### src/hw/rtcbv_pkg.sv
// Constants, field layout and types shared by the time and alarm value view block.
// Assumes a 32-bit APB register port and 16-bit BCD value views.
package rtcbv_pkg;

    localparam int ADDR_W = 8;
    localparam int DATA_W = 32;
    localparam int VIEW_W = 16;
    localparam int MEM_AW = 3;
    localparam int MEM_DEPTH = 8;

    // Register byte offsets on the APB port.
    localparam logic [ADDR_W-1:0] OFS_CONFIG       = 8'h00;
    localparam logic [ADDR_W-1:0] OFS_ALARM_CONFIG = 8'h04;
    localparam logic [ADDR_W-1:0] OFS_TIME_VALUE   = 8'h08;
    localparam logic [ADDR_W-1:0] OFS_ALARM_VALUE  = 8'h0c;

    // Control field positions and reset values.
    localparam int POS_WRITE_ENABLE = 13;
    localparam int POS_POINTER      = 8;
    localparam logic       RST_WRITE_ENABLE = 1'b0;
    localparam logic [1:0] RST_POINTER      = 2'h0;

    // View pointer codes.
    localparam logic [1:0] PTR_MIN_SEC    = 2'h0;
    localparam logic [1:0] PTR_WEEKDAY_DIGIT_HOUR  = 2'h1;
    localparam logic [1:0] PTR_MONTH_DAY  = 2'h2;
    localparam logic [1:0] PTR_YEAR       = 2'h3;

    // Digit positions inside the 16-bit views.
    localparam int POS_MONTH_TENS  = 12;
    localparam int POS_MONTH_ONES  = 8;
    localparam int POS_DAY_TENS    = 4;
    localparam int POS_DAY_ONES    = 0;
    localparam int POS_WEEKDAY     = 8;
    localparam int POS_HOUR_TENS   = 4;
    localparam int POS_HOUR_ONES   = 0;
    localparam int POS_MINUTE_TENS = 12;
    localparam int POS_MINUTE_ONES = 8;
    localparam int POS_SECOND_TENS = 4;
    localparam int POS_SECOND_ONES = 0;

    // Implemented bits of each view; everything else reads as zero.
    localparam logic [VIEW_W-1:0] MASK_MONTH_DAY =
        (16'h0001 << POS_MONTH_TENS) | (16'h000f << POS_MONTH_ONES) |
        (16'h0003 << POS_DAY_TENS) | (16'h000f << POS_DAY_ONES);
    localparam logic [VIEW_W-1:0] MASK_WEEKDAY_DIGIT_HOUR =
        (16'h0007 << POS_WEEKDAY) | (16'h0003 << POS_HOUR_TENS) |
        (16'h000f << POS_HOUR_ONES);
    localparam logic [VIEW_W-1:0] MASK_MIN_SEC =
        (16'h0007 << POS_MINUTE_TENS) | (16'h000f << POS_MINUTE_ONES) |
        (16'h0007 << POS_SECOND_TENS) | (16'h000f << POS_SECOND_ONES);

    typedef enum logic [2:0] {
        ST_IDLE = 3'b001,
        ST_WAIT = 3'b010,
        ST_RESP = 3'b100
    } rtcbv_state_t;

    // Returns the implemented bits of the view that a pointer selects.
    function automatic logic [VIEW_W-1:0] viewMask(input logic [1:0] ptr);
        case (ptr)
            PTR_MIN_SEC:   viewMask = MASK_MIN_SEC;
            PTR_WEEKDAY_DIGIT_HOUR: viewMask = MASK_WEEKDAY_DIGIT_HOUR;
            PTR_MONTH_DAY: viewMask = MASK_MONTH_DAY;
            default:       viewMask = 16'h0000;
        endcase
    endfunction

endpackage

### src/hw/rtcbv_mem_if.sv
// Interface between the register logic and the value view storage.
// Assumes one write and one registered read port sharing clk.
`timescale 1ns/100ps
interface rtcbv_mem_if;
    import rtcbv_pkg::*;

    logic                we;
    logic [MEM_AW-1:0]   waddr;
    logic [VIEW_W-1:0]   wdata;
    logic                re;
    logic [MEM_AW-1:0]   raddr;
    logic [VIEW_W-1:0]   rdata;

    modport ctrl (output we, waddr, wdata, re, raddr, input rdata);
    modport store (input we, waddr, wdata, re, raddr, output rdata);
endinterface

### src/hw/rtcbv_view_mem.sv
// Storage for the time and alarm value views, one word per view.
// Assumes the caller masks unimplemented bits; read data is registered.
`timescale 1ns/100ps
module rtcbv_view_mem (
    input wire logic     clk,
    rtcbv_mem_if.store   memBus
);
    import rtcbv_pkg::*;

    logic [VIEW_W-1:0] viewStore [0:MEM_DEPTH-1];
    logic [VIEW_W-1:0] rdData_r;

    // Digits are not reset, so they hold no defined value until software loads them.
    // Each view owns its own word, so writing one never touches another.
    always_ff @(posedge clk) begin
        if (memBus.we) begin
            viewStore[memBus.waddr] <= memBus.wdata;
        end
        if (memBus.re) begin
            rdData_r <= viewStore[memBus.raddr];
        end
    end

    assign memBus.rdata = rdData_r;
endmodule

### src/hw/rtcbv_view_ptr.sv
// Two-bit view pointer that software loads and each value access steps down.
// Assumes load and step never coincide.
`timescale 1ns/100ps
module rtcbv_view_ptr (
    input  wire logic       clk,
    input  wire logic       rst_b,
    input  wire logic       load,
    input  wire logic [1:0] loadValue,
    input  wire logic       step,
    output logic [1:0]      ptr
);
    import rtcbv_pkg::*;

    logic [1:0] ptr_r;
    logic [1:0] ptr_nxt;

    // The pointer counts down after each access and stops at the minutes/seconds view.
    always_comb begin
        ptr_nxt = ptr_r;
        if (load) begin
            ptr_nxt = loadValue;
        end else if (step && (ptr_r != PTR_MIN_SEC)) begin
            ptr_nxt = ptr_r - 2'h1;
        end
    end

    always_ff @(posedge clk or negedge rst_b) begin
        if (!rst_b) begin
            ptr_r <= RST_POINTER;
        end else begin
            ptr_r <= ptr_nxt;
        end
    end

    assign ptr = ptr_r;
endmodule

### src/hw/rtcbv_top.sv
// APB register block for the BCD time and alarm value views of the clock calendar unit.
// Assumes an APB master on clk; views are reached through pointer-selected value ports.
//
// The address map and register access over APB were left to the implementer.
`timescale 1ns/100ps
module rtcbv_top (
    input  wire logic                           clk,
    input  wire logic                           rst_b,
    input  wire logic                           psel,
    input  wire logic                           penable,
    input  wire logic                           pwrite,
    input  wire logic [rtcbv_pkg::ADDR_W-1:0]   paddr,
    input  wire logic [rtcbv_pkg::DATA_W-1:0]   pwdata,
    output logic [rtcbv_pkg::DATA_W-1:0]        prdata,
    output logic                                pready,
    output logic                                pslverr
);
    import rtcbv_pkg::*;

    rtcbv_mem_if memBus ();

    rtcbv_state_t         state_r;
    rtcbv_state_t         state_nxt;
    logic [DATA_W-1:0]    prdata_r;
    logic [DATA_W-1:0]    prdata_nxt;
    logic                 pready_r;
    logic                 pready_nxt;
    logic                 pslverr_r;
    logic                 pslverr_nxt;
    logic                 writeEnable_r;
    logic                 writeEnable_nxt;

    logic                 hitConfig;
    logic                 hitAlarmConfig;
    logic                 hitTime;
    logic                 hitAlarm;
    logic                 hitMapped;
    logic                 commit;
    logic                 viewLocked;
    logic [1:0]           timePtr;
    logic [1:0]           alarmPtr;
    logic [1:0]           viewSel;
    logic [DATA_W-1:0]    readValue;

    assign hitConfig      = (paddr == OFS_CONFIG);
    assign hitAlarmConfig = (paddr == OFS_ALARM_CONFIG);
    assign hitTime        = (paddr == OFS_TIME_VALUE);
    assign hitAlarm       = (paddr == OFS_ALARM_VALUE);
    assign hitMapped      = hitConfig | hitAlarmConfig | hitTime | hitAlarm;

    // The transfer takes effect in the cycle in which pready is high.
    assign commit = (state_r == ST_RESP) && psel && penable;

    // The value port addresses the view chosen by its own pointer.
    assign viewSel = hitAlarm ? alarmPtr : timePtr;

    // Month/day and weekday/hours are locked unless write enable is set.
    assign viewLocked = ((viewSel == PTR_MONTH_DAY) || (viewSel == PTR_WEEKDAY_DIGIT_HOUR)) && !writeEnable_r;

    always_comb begin
        memBus.re    = (state_r == ST_IDLE) && psel && !penable;
        memBus.raddr = {hitAlarm, viewSel};
        // Year view lies outside this block, so writes to it are dropped.
        memBus.we    = commit && pwrite && (hitTime || hitAlarm) && !viewLocked &&
                       (viewSel != PTR_YEAR);
        memBus.waddr = {hitAlarm, viewSel};
        // Only implemented digit bits are stored.
        memBus.wdata = pwdata[VIEW_W-1:0] & viewMask(viewSel);
    end

    rtcbv_view_mem u_viewMem (
        .clk    (clk),
        .memBus (memBus.store)
    );

    rtcbv_view_ptr u_timePtr (
        .clk       (clk),
        .rst_b     (rst_b),
        .load      (commit && pwrite && hitConfig),
        .loadValue (pwdata[POS_POINTER+1:POS_POINTER]),
        .step      (commit && hitTime),
        .ptr       (timePtr)
    );

    rtcbv_view_ptr u_alarmPtr (
        .clk       (clk),
        .rst_b     (rst_b),
        .load      (commit && pwrite && hitAlarmConfig),
        .loadValue (pwdata[POS_POINTER+1:POS_POINTER]),
        .step      (commit && hitAlarm),
        .ptr       (alarmPtr)
    );

    // Read value; the pointer is still the one seen at setup.
    always_comb begin
        readValue = '0;
        if (hitConfig) begin
            readValue[POS_WRITE_ENABLE]              = writeEnable_r;
            readValue[POS_POINTER+1:POS_POINTER]     = timePtr;
        end else if (hitAlarmConfig) begin
            readValue[POS_POINTER+1:POS_POINTER]     = alarmPtr;
        end else if (hitTime || hitAlarm) begin
            readValue[VIEW_W-1:0] = memBus.rdata & viewMask(viewSel);
        end
    end

    always_comb begin
        state_nxt       = state_r;
        prdata_nxt      = prdata_r;
        pready_nxt      = 1'b0;
        pslverr_nxt     = 1'b0;
        writeEnable_nxt = writeEnable_r;
        case (state_r)
            ST_IDLE: begin
                if (psel && !penable) begin
                    state_nxt = ST_WAIT;
                end
            end
            ST_WAIT: begin
                state_nxt   = ST_RESP;
                pready_nxt  = 1'b1;
                prdata_nxt  = pwrite ? '0 : readValue;
                pslverr_nxt = !hitMapped;
            end
            ST_RESP: begin
                state_nxt = ST_IDLE;
                if (commit && pwrite && hitConfig) begin
                    writeEnable_nxt = pwdata[POS_WRITE_ENABLE];
                end
            end
            default: begin
                state_nxt = ST_IDLE;
            end
        endcase
    end

    always_ff @(posedge clk or negedge rst_b) begin
        if (!rst_b) begin
            state_r       <= ST_IDLE;
            prdata_r      <= '0;
            pready_r      <= 1'b0;
            pslverr_r     <= 1'b0;
            writeEnable_r <= RST_WRITE_ENABLE;
        end else begin
            state_r       <= state_nxt;
            prdata_r      <= prdata_nxt;
            pready_r      <= pready_nxt;
            pslverr_r     <= pslverr_nxt;
            writeEnable_r <= writeEnable_nxt;
        end
    end

    assign prdata  = prdata_r;
    assign pready  = pready_r;
    assign pslverr = pslverr_r;

    // Checking logic below: a shadow of the last minutes/seconds time write.
    logic [VIEW_W-1:0] msShadow_r;
    logic [VIEW_W-1:0] msShadow_nxt;
    logic              msValid_r;
    logic              msValid_nxt;

    always_comb begin
        msShadow_nxt = msShadow_r;
        msValid_nxt  = msValid_r;
        if (memBus.we && (memBus.waddr == {1'b0, PTR_MIN_SEC})) begin
            msShadow_nxt = memBus.wdata;
            msValid_nxt  = 1'b1;
        end
    end

    always_ff @(posedge clk or negedge rst_b) begin
        if (!rst_b) begin
            msShadow_r <= '0;
            msValid_r  <= 1'b0;
        end else begin
            msShadow_r <= msShadow_nxt;
            msValid_r  <= msValid_nxt;
        end
    end
endmodule

### config.mk
export PLATFORM = sky130hd
export DESIGN_NAME = rtcbv_top
export DESIGN_NICKNAME = d
export VERILOG_FILES = /design/src/hw/rtcbv_pkg.sv /design/src/hw/rtcbv_mem_if.sv /design/src/hw/rtcbv_view_mem.sv /design/src/hw/rtcbv_view_ptr.sv /design/src/hw/rtcbv_top.sv
export SDC_FILE = /design/constraint.sdc
export NUM_CORES = 1
export LEC_CHECK = 0
export BUFFER_PORTS_ARGS = -buffer_cell sky130_fd_sc_hd__clkbuf_2
export CAP_MARGIN = 20
export CORE_AREA = 2 2 113 115
export DETAILED_ROUTE_END_ITERATION = 16
export DIE_AREA = 0 0 115 117
export PLACE_DENSITY = 0.89
export SYNTH_ARGS = -nofsm -noshare
export SYNTH_HDL_FRONTEND = slang
export SYNTH_HIERARCHICAL = 1
export SYNTH_SLANG_ARGS = --single-unit
### constraint.sdc
create_clock -name clk -period 3.61 [get_ports clk]
set_input_delay 0.9025 -clock clk [delete_from_list [all_inputs] [get_ports clk]]
set_output_delay 0.9025 -clock clk [all_outputs]
set_load 0.01 [all_outputs]
==> results by group <==
Pwr
  – Clock power frac: 45.1%
  – Sw Pwr: 0.733 mW
  – Combinational share of power: 2.9%
  – Pwr Density: 493 nW/um^2
  – Worst IR drop on VDD: 409 uV
  – Internal power: 2.94 mW
  – Flop pwr share: 52.0%
  – Static Leak: 2.74 nW
  – Sw Ratio: 20.0%

Finish
  – Area growth, synth to finish: 18.6%
  – Nets@finish: 465
  – Layout cell share with drive strength beyond 1: 32.2%
  – Fillers: 872
  – Diode count: 0
  – Post-Layout Cell Count: 579
  – Final instance area: 7450 sq um

Timing
  – Slew headroom: 51.0%
  – Setup TNS: 0 ns
  – Fmax: 0.312 GHz
  – WHS: 0.463 ns
  – Period Utilization, post-route: 88.7%
  – Final Hold Fails: 0
  – Least-Margin Pin Slew: 0.733 ns
  – Period minus WS final: 3.20 ns
  – Final setup fails: 0
  – Unrepaired setup endpoints after global routing: false
  – Fin. max-slew vios: 0
  – Worst setup margin: 0.407 ns
  – Worst Skew: 0.00638 ns

Route
  – Final wirelength: 12.0 mm
  – Vias per inst: 5.60
  – Avg WL per Cell: 20.7 microns
  – Met2 Wirelength: 6.22 mm
  – Drt first-iter violations: 310
  – DRT antenna net count: 0
  – Max Used Layer: met4
  – Metal-1 WL: 4.90 mm
  – Detailed-route DRC error count: 0
  – Met3 routed WL: 636 microns
  – DRT Pass-1 Iters: 5
  – Vias: 3,243

Clock tree
  – Root Driver: clkbuf_16
  – CTS sink cnt: 150
  – Post-CTS Setup Inserts: 0
  – CTS H-tree lvls: 4
  – Cts hold-fix bufs: 0
  – CTS tree: built
  – CTS buffer count: 17
  – Clk buf depth: 2
  – Worst-path clk slew: 0.06 ns
  – Resized cells post-CTS: 0
  – Later-pin clock latency in the skew report: 0.42 ns

Placed design
  – Pre-CTS setup slack: -0.0258 ns
  – Detailed-placement wirelength estimate: 8.10 mm
  – Cells after DPL: 547
  – IO buf count: 42
  – Gpl congestion: 0.836
  – Placed inst area: 6890 sq um

Worst hold path
  – WHS Path Cells: 1
  – Hold Path Class: register to register
  – Hold Startpoint: u_viewMem/memBus.rdata[3]
  – Hold Path Sink: prdata[3]

Setup path
  – Critical path data arrival time: 3.33 ns
  – Reg2reg end: u_viewMem/viewStore[4][0]
  – CP Class: input port to register
  – Crit-path max FO: 5
  – Reg2reg start: state_r[1]
  – Register-to-register setup slack: 1.07 ns
  – FF-to-FF path depth: 6
  – Worst path max stage delay: 0.44 ns
  – CP endpoint kind: register
  – CP Launch Type: input port
  – Crit path max-delay cell type: a2111oi_4
  – Critical path cell sequence: clkbuf_2 > nor4_4 > nand4_4 > mux2_4 > inv_1 > ha_1 > a2111oi_4 > nand2_2 > nor3_4 > buf_4
  – CP required: 3.74 ns

Run
  – Max Cap Viol: 0

Die
  – Io pins: 79
  – Initial Util: 51.0%
  – Core area: 12,300 sq um
  – Die Ht: 117 microns
  – Die X: 115 microns
  – Die ar.: 13,500 sq um
  – Cell Rows: 41

Global routing
  – Initial antenna violation count: 0
  – First-pass GRT wire length: 19.0 mm
  – Tot GR Track Use: 19.9%
  – Grt ovf: 0
  – Largest net degree at the start of global routing: 31
  – Number of global-route vias before repair: 3,384

Synthesis
  – Avg Cell Area, Syn: 18.5 sq um
  – Synth warn: 6
  – Syn Std Cell Area: 6280 sq um
  – Mapped Cells: 340

Outcome
  – Status: complete, no violations
per-layer routing:
layer  GRT usage (%)  vias up
li1                -     1471
met1            25.1     1622
met2            33.6      127
met3            5.56       23
met4            6.83        0
met5               0        -
sequential cells by signal, indices dropped and copies added (netlist names), 2 cells and up:
register                flops
u_viewMem/viewStore       112
prdata                     14
u_viewMem/memBus.rdata     14
state_r                     3
u_alarmPtr/ptr              2
u_timePtr/ptr               2
power by group through the flow:
stage | logic, mW | clock network, mW | registers [mW]
after detailed placement | 0.105 | 0 | 1.95
after floorplan | 0.0602 | 0 | 1.95
final | 0.106 | 1.66 | 1.91
after CTS | 0.108 | 1.69 | 1.91
after global placement | 0.101 | 0 | 1.94
after global routing | 0.122 | 1.76 | 1.91
critical path: cells and delay by family:
| kind | cells | cell delay, ns |
|---|---|---|
| and+or+nand+nor | 4 | 1.01 |
| buffers and inverters | 3 | 0.39 |
| AOI/OAI and AO/OA | 1 | 0.44 |
| adders and majority gates | 1 | 0.25 |
| muxes | 1 | 0.33 |
cells in the final DEF (no fill, tap or decap), types with 5 or more instances in the layout:
master / instances
clkbuf_2: 42
and2_1: 5
nand2_1: 14
nor2b_1: 10
nor2_1: 9
inv_1: 12
edfxtp_1: 126
clkbuf_16: 17
mux4_1: 26
dfrtp_1: 23
buf_12: 5
buf_4: 23
conb_1: 18
mux2_2: 15
a22o_1: 9
area by class of cell:
type | count | area, sq um | area share (%)
sequential | 150 | 4390 | 58.9
timing repair buffer | 70 | 483 | 6.48
tap | 150 | 188 | 2.52
clock buffer | 18 | 429 | 5.76
multi-input combinational | 164 | 1780 | 23.9
clock inverter | 14 | 136 | 1.83
inverter | 13 | 48.8 | 0.655
stage by stage:
| step | utilization (%) | power (mW) |
|---|---|---|
| after detailed placement | 55.9 | 2.05 |
| after floorplan | - | 2.01 |
| after CTS | 60.5 | 3.70 |
| after global routing | 60.5 | 3.80 |
| final | 60.5 | 3.67 |
| after global placement | 55.9 | 2.04 |
worst max-delay path by stage:
stage	from	end	slack, ns	depth (start not counted)
after floorplan	paddr[4]	u_viewMem/viewStore[4][0]	-0.005	8
after global placement	paddr[4]	u_viewMem/viewStore[4][0]	0.03	10
after detailed placement	paddr[4]	u_viewMem/viewStore[4][8]	-0.03	10
after CTS	paddr[4]	u_viewMem/viewStore[4][8]	0.42	10
after global routing	paddr[4]	u_viewMem/viewStore[4][8]	0.31	10
final	paddr[4]	u_viewMem/viewStore[4][0]	0.41	10
Note: power is estimated with default switching activity, not from simulation.
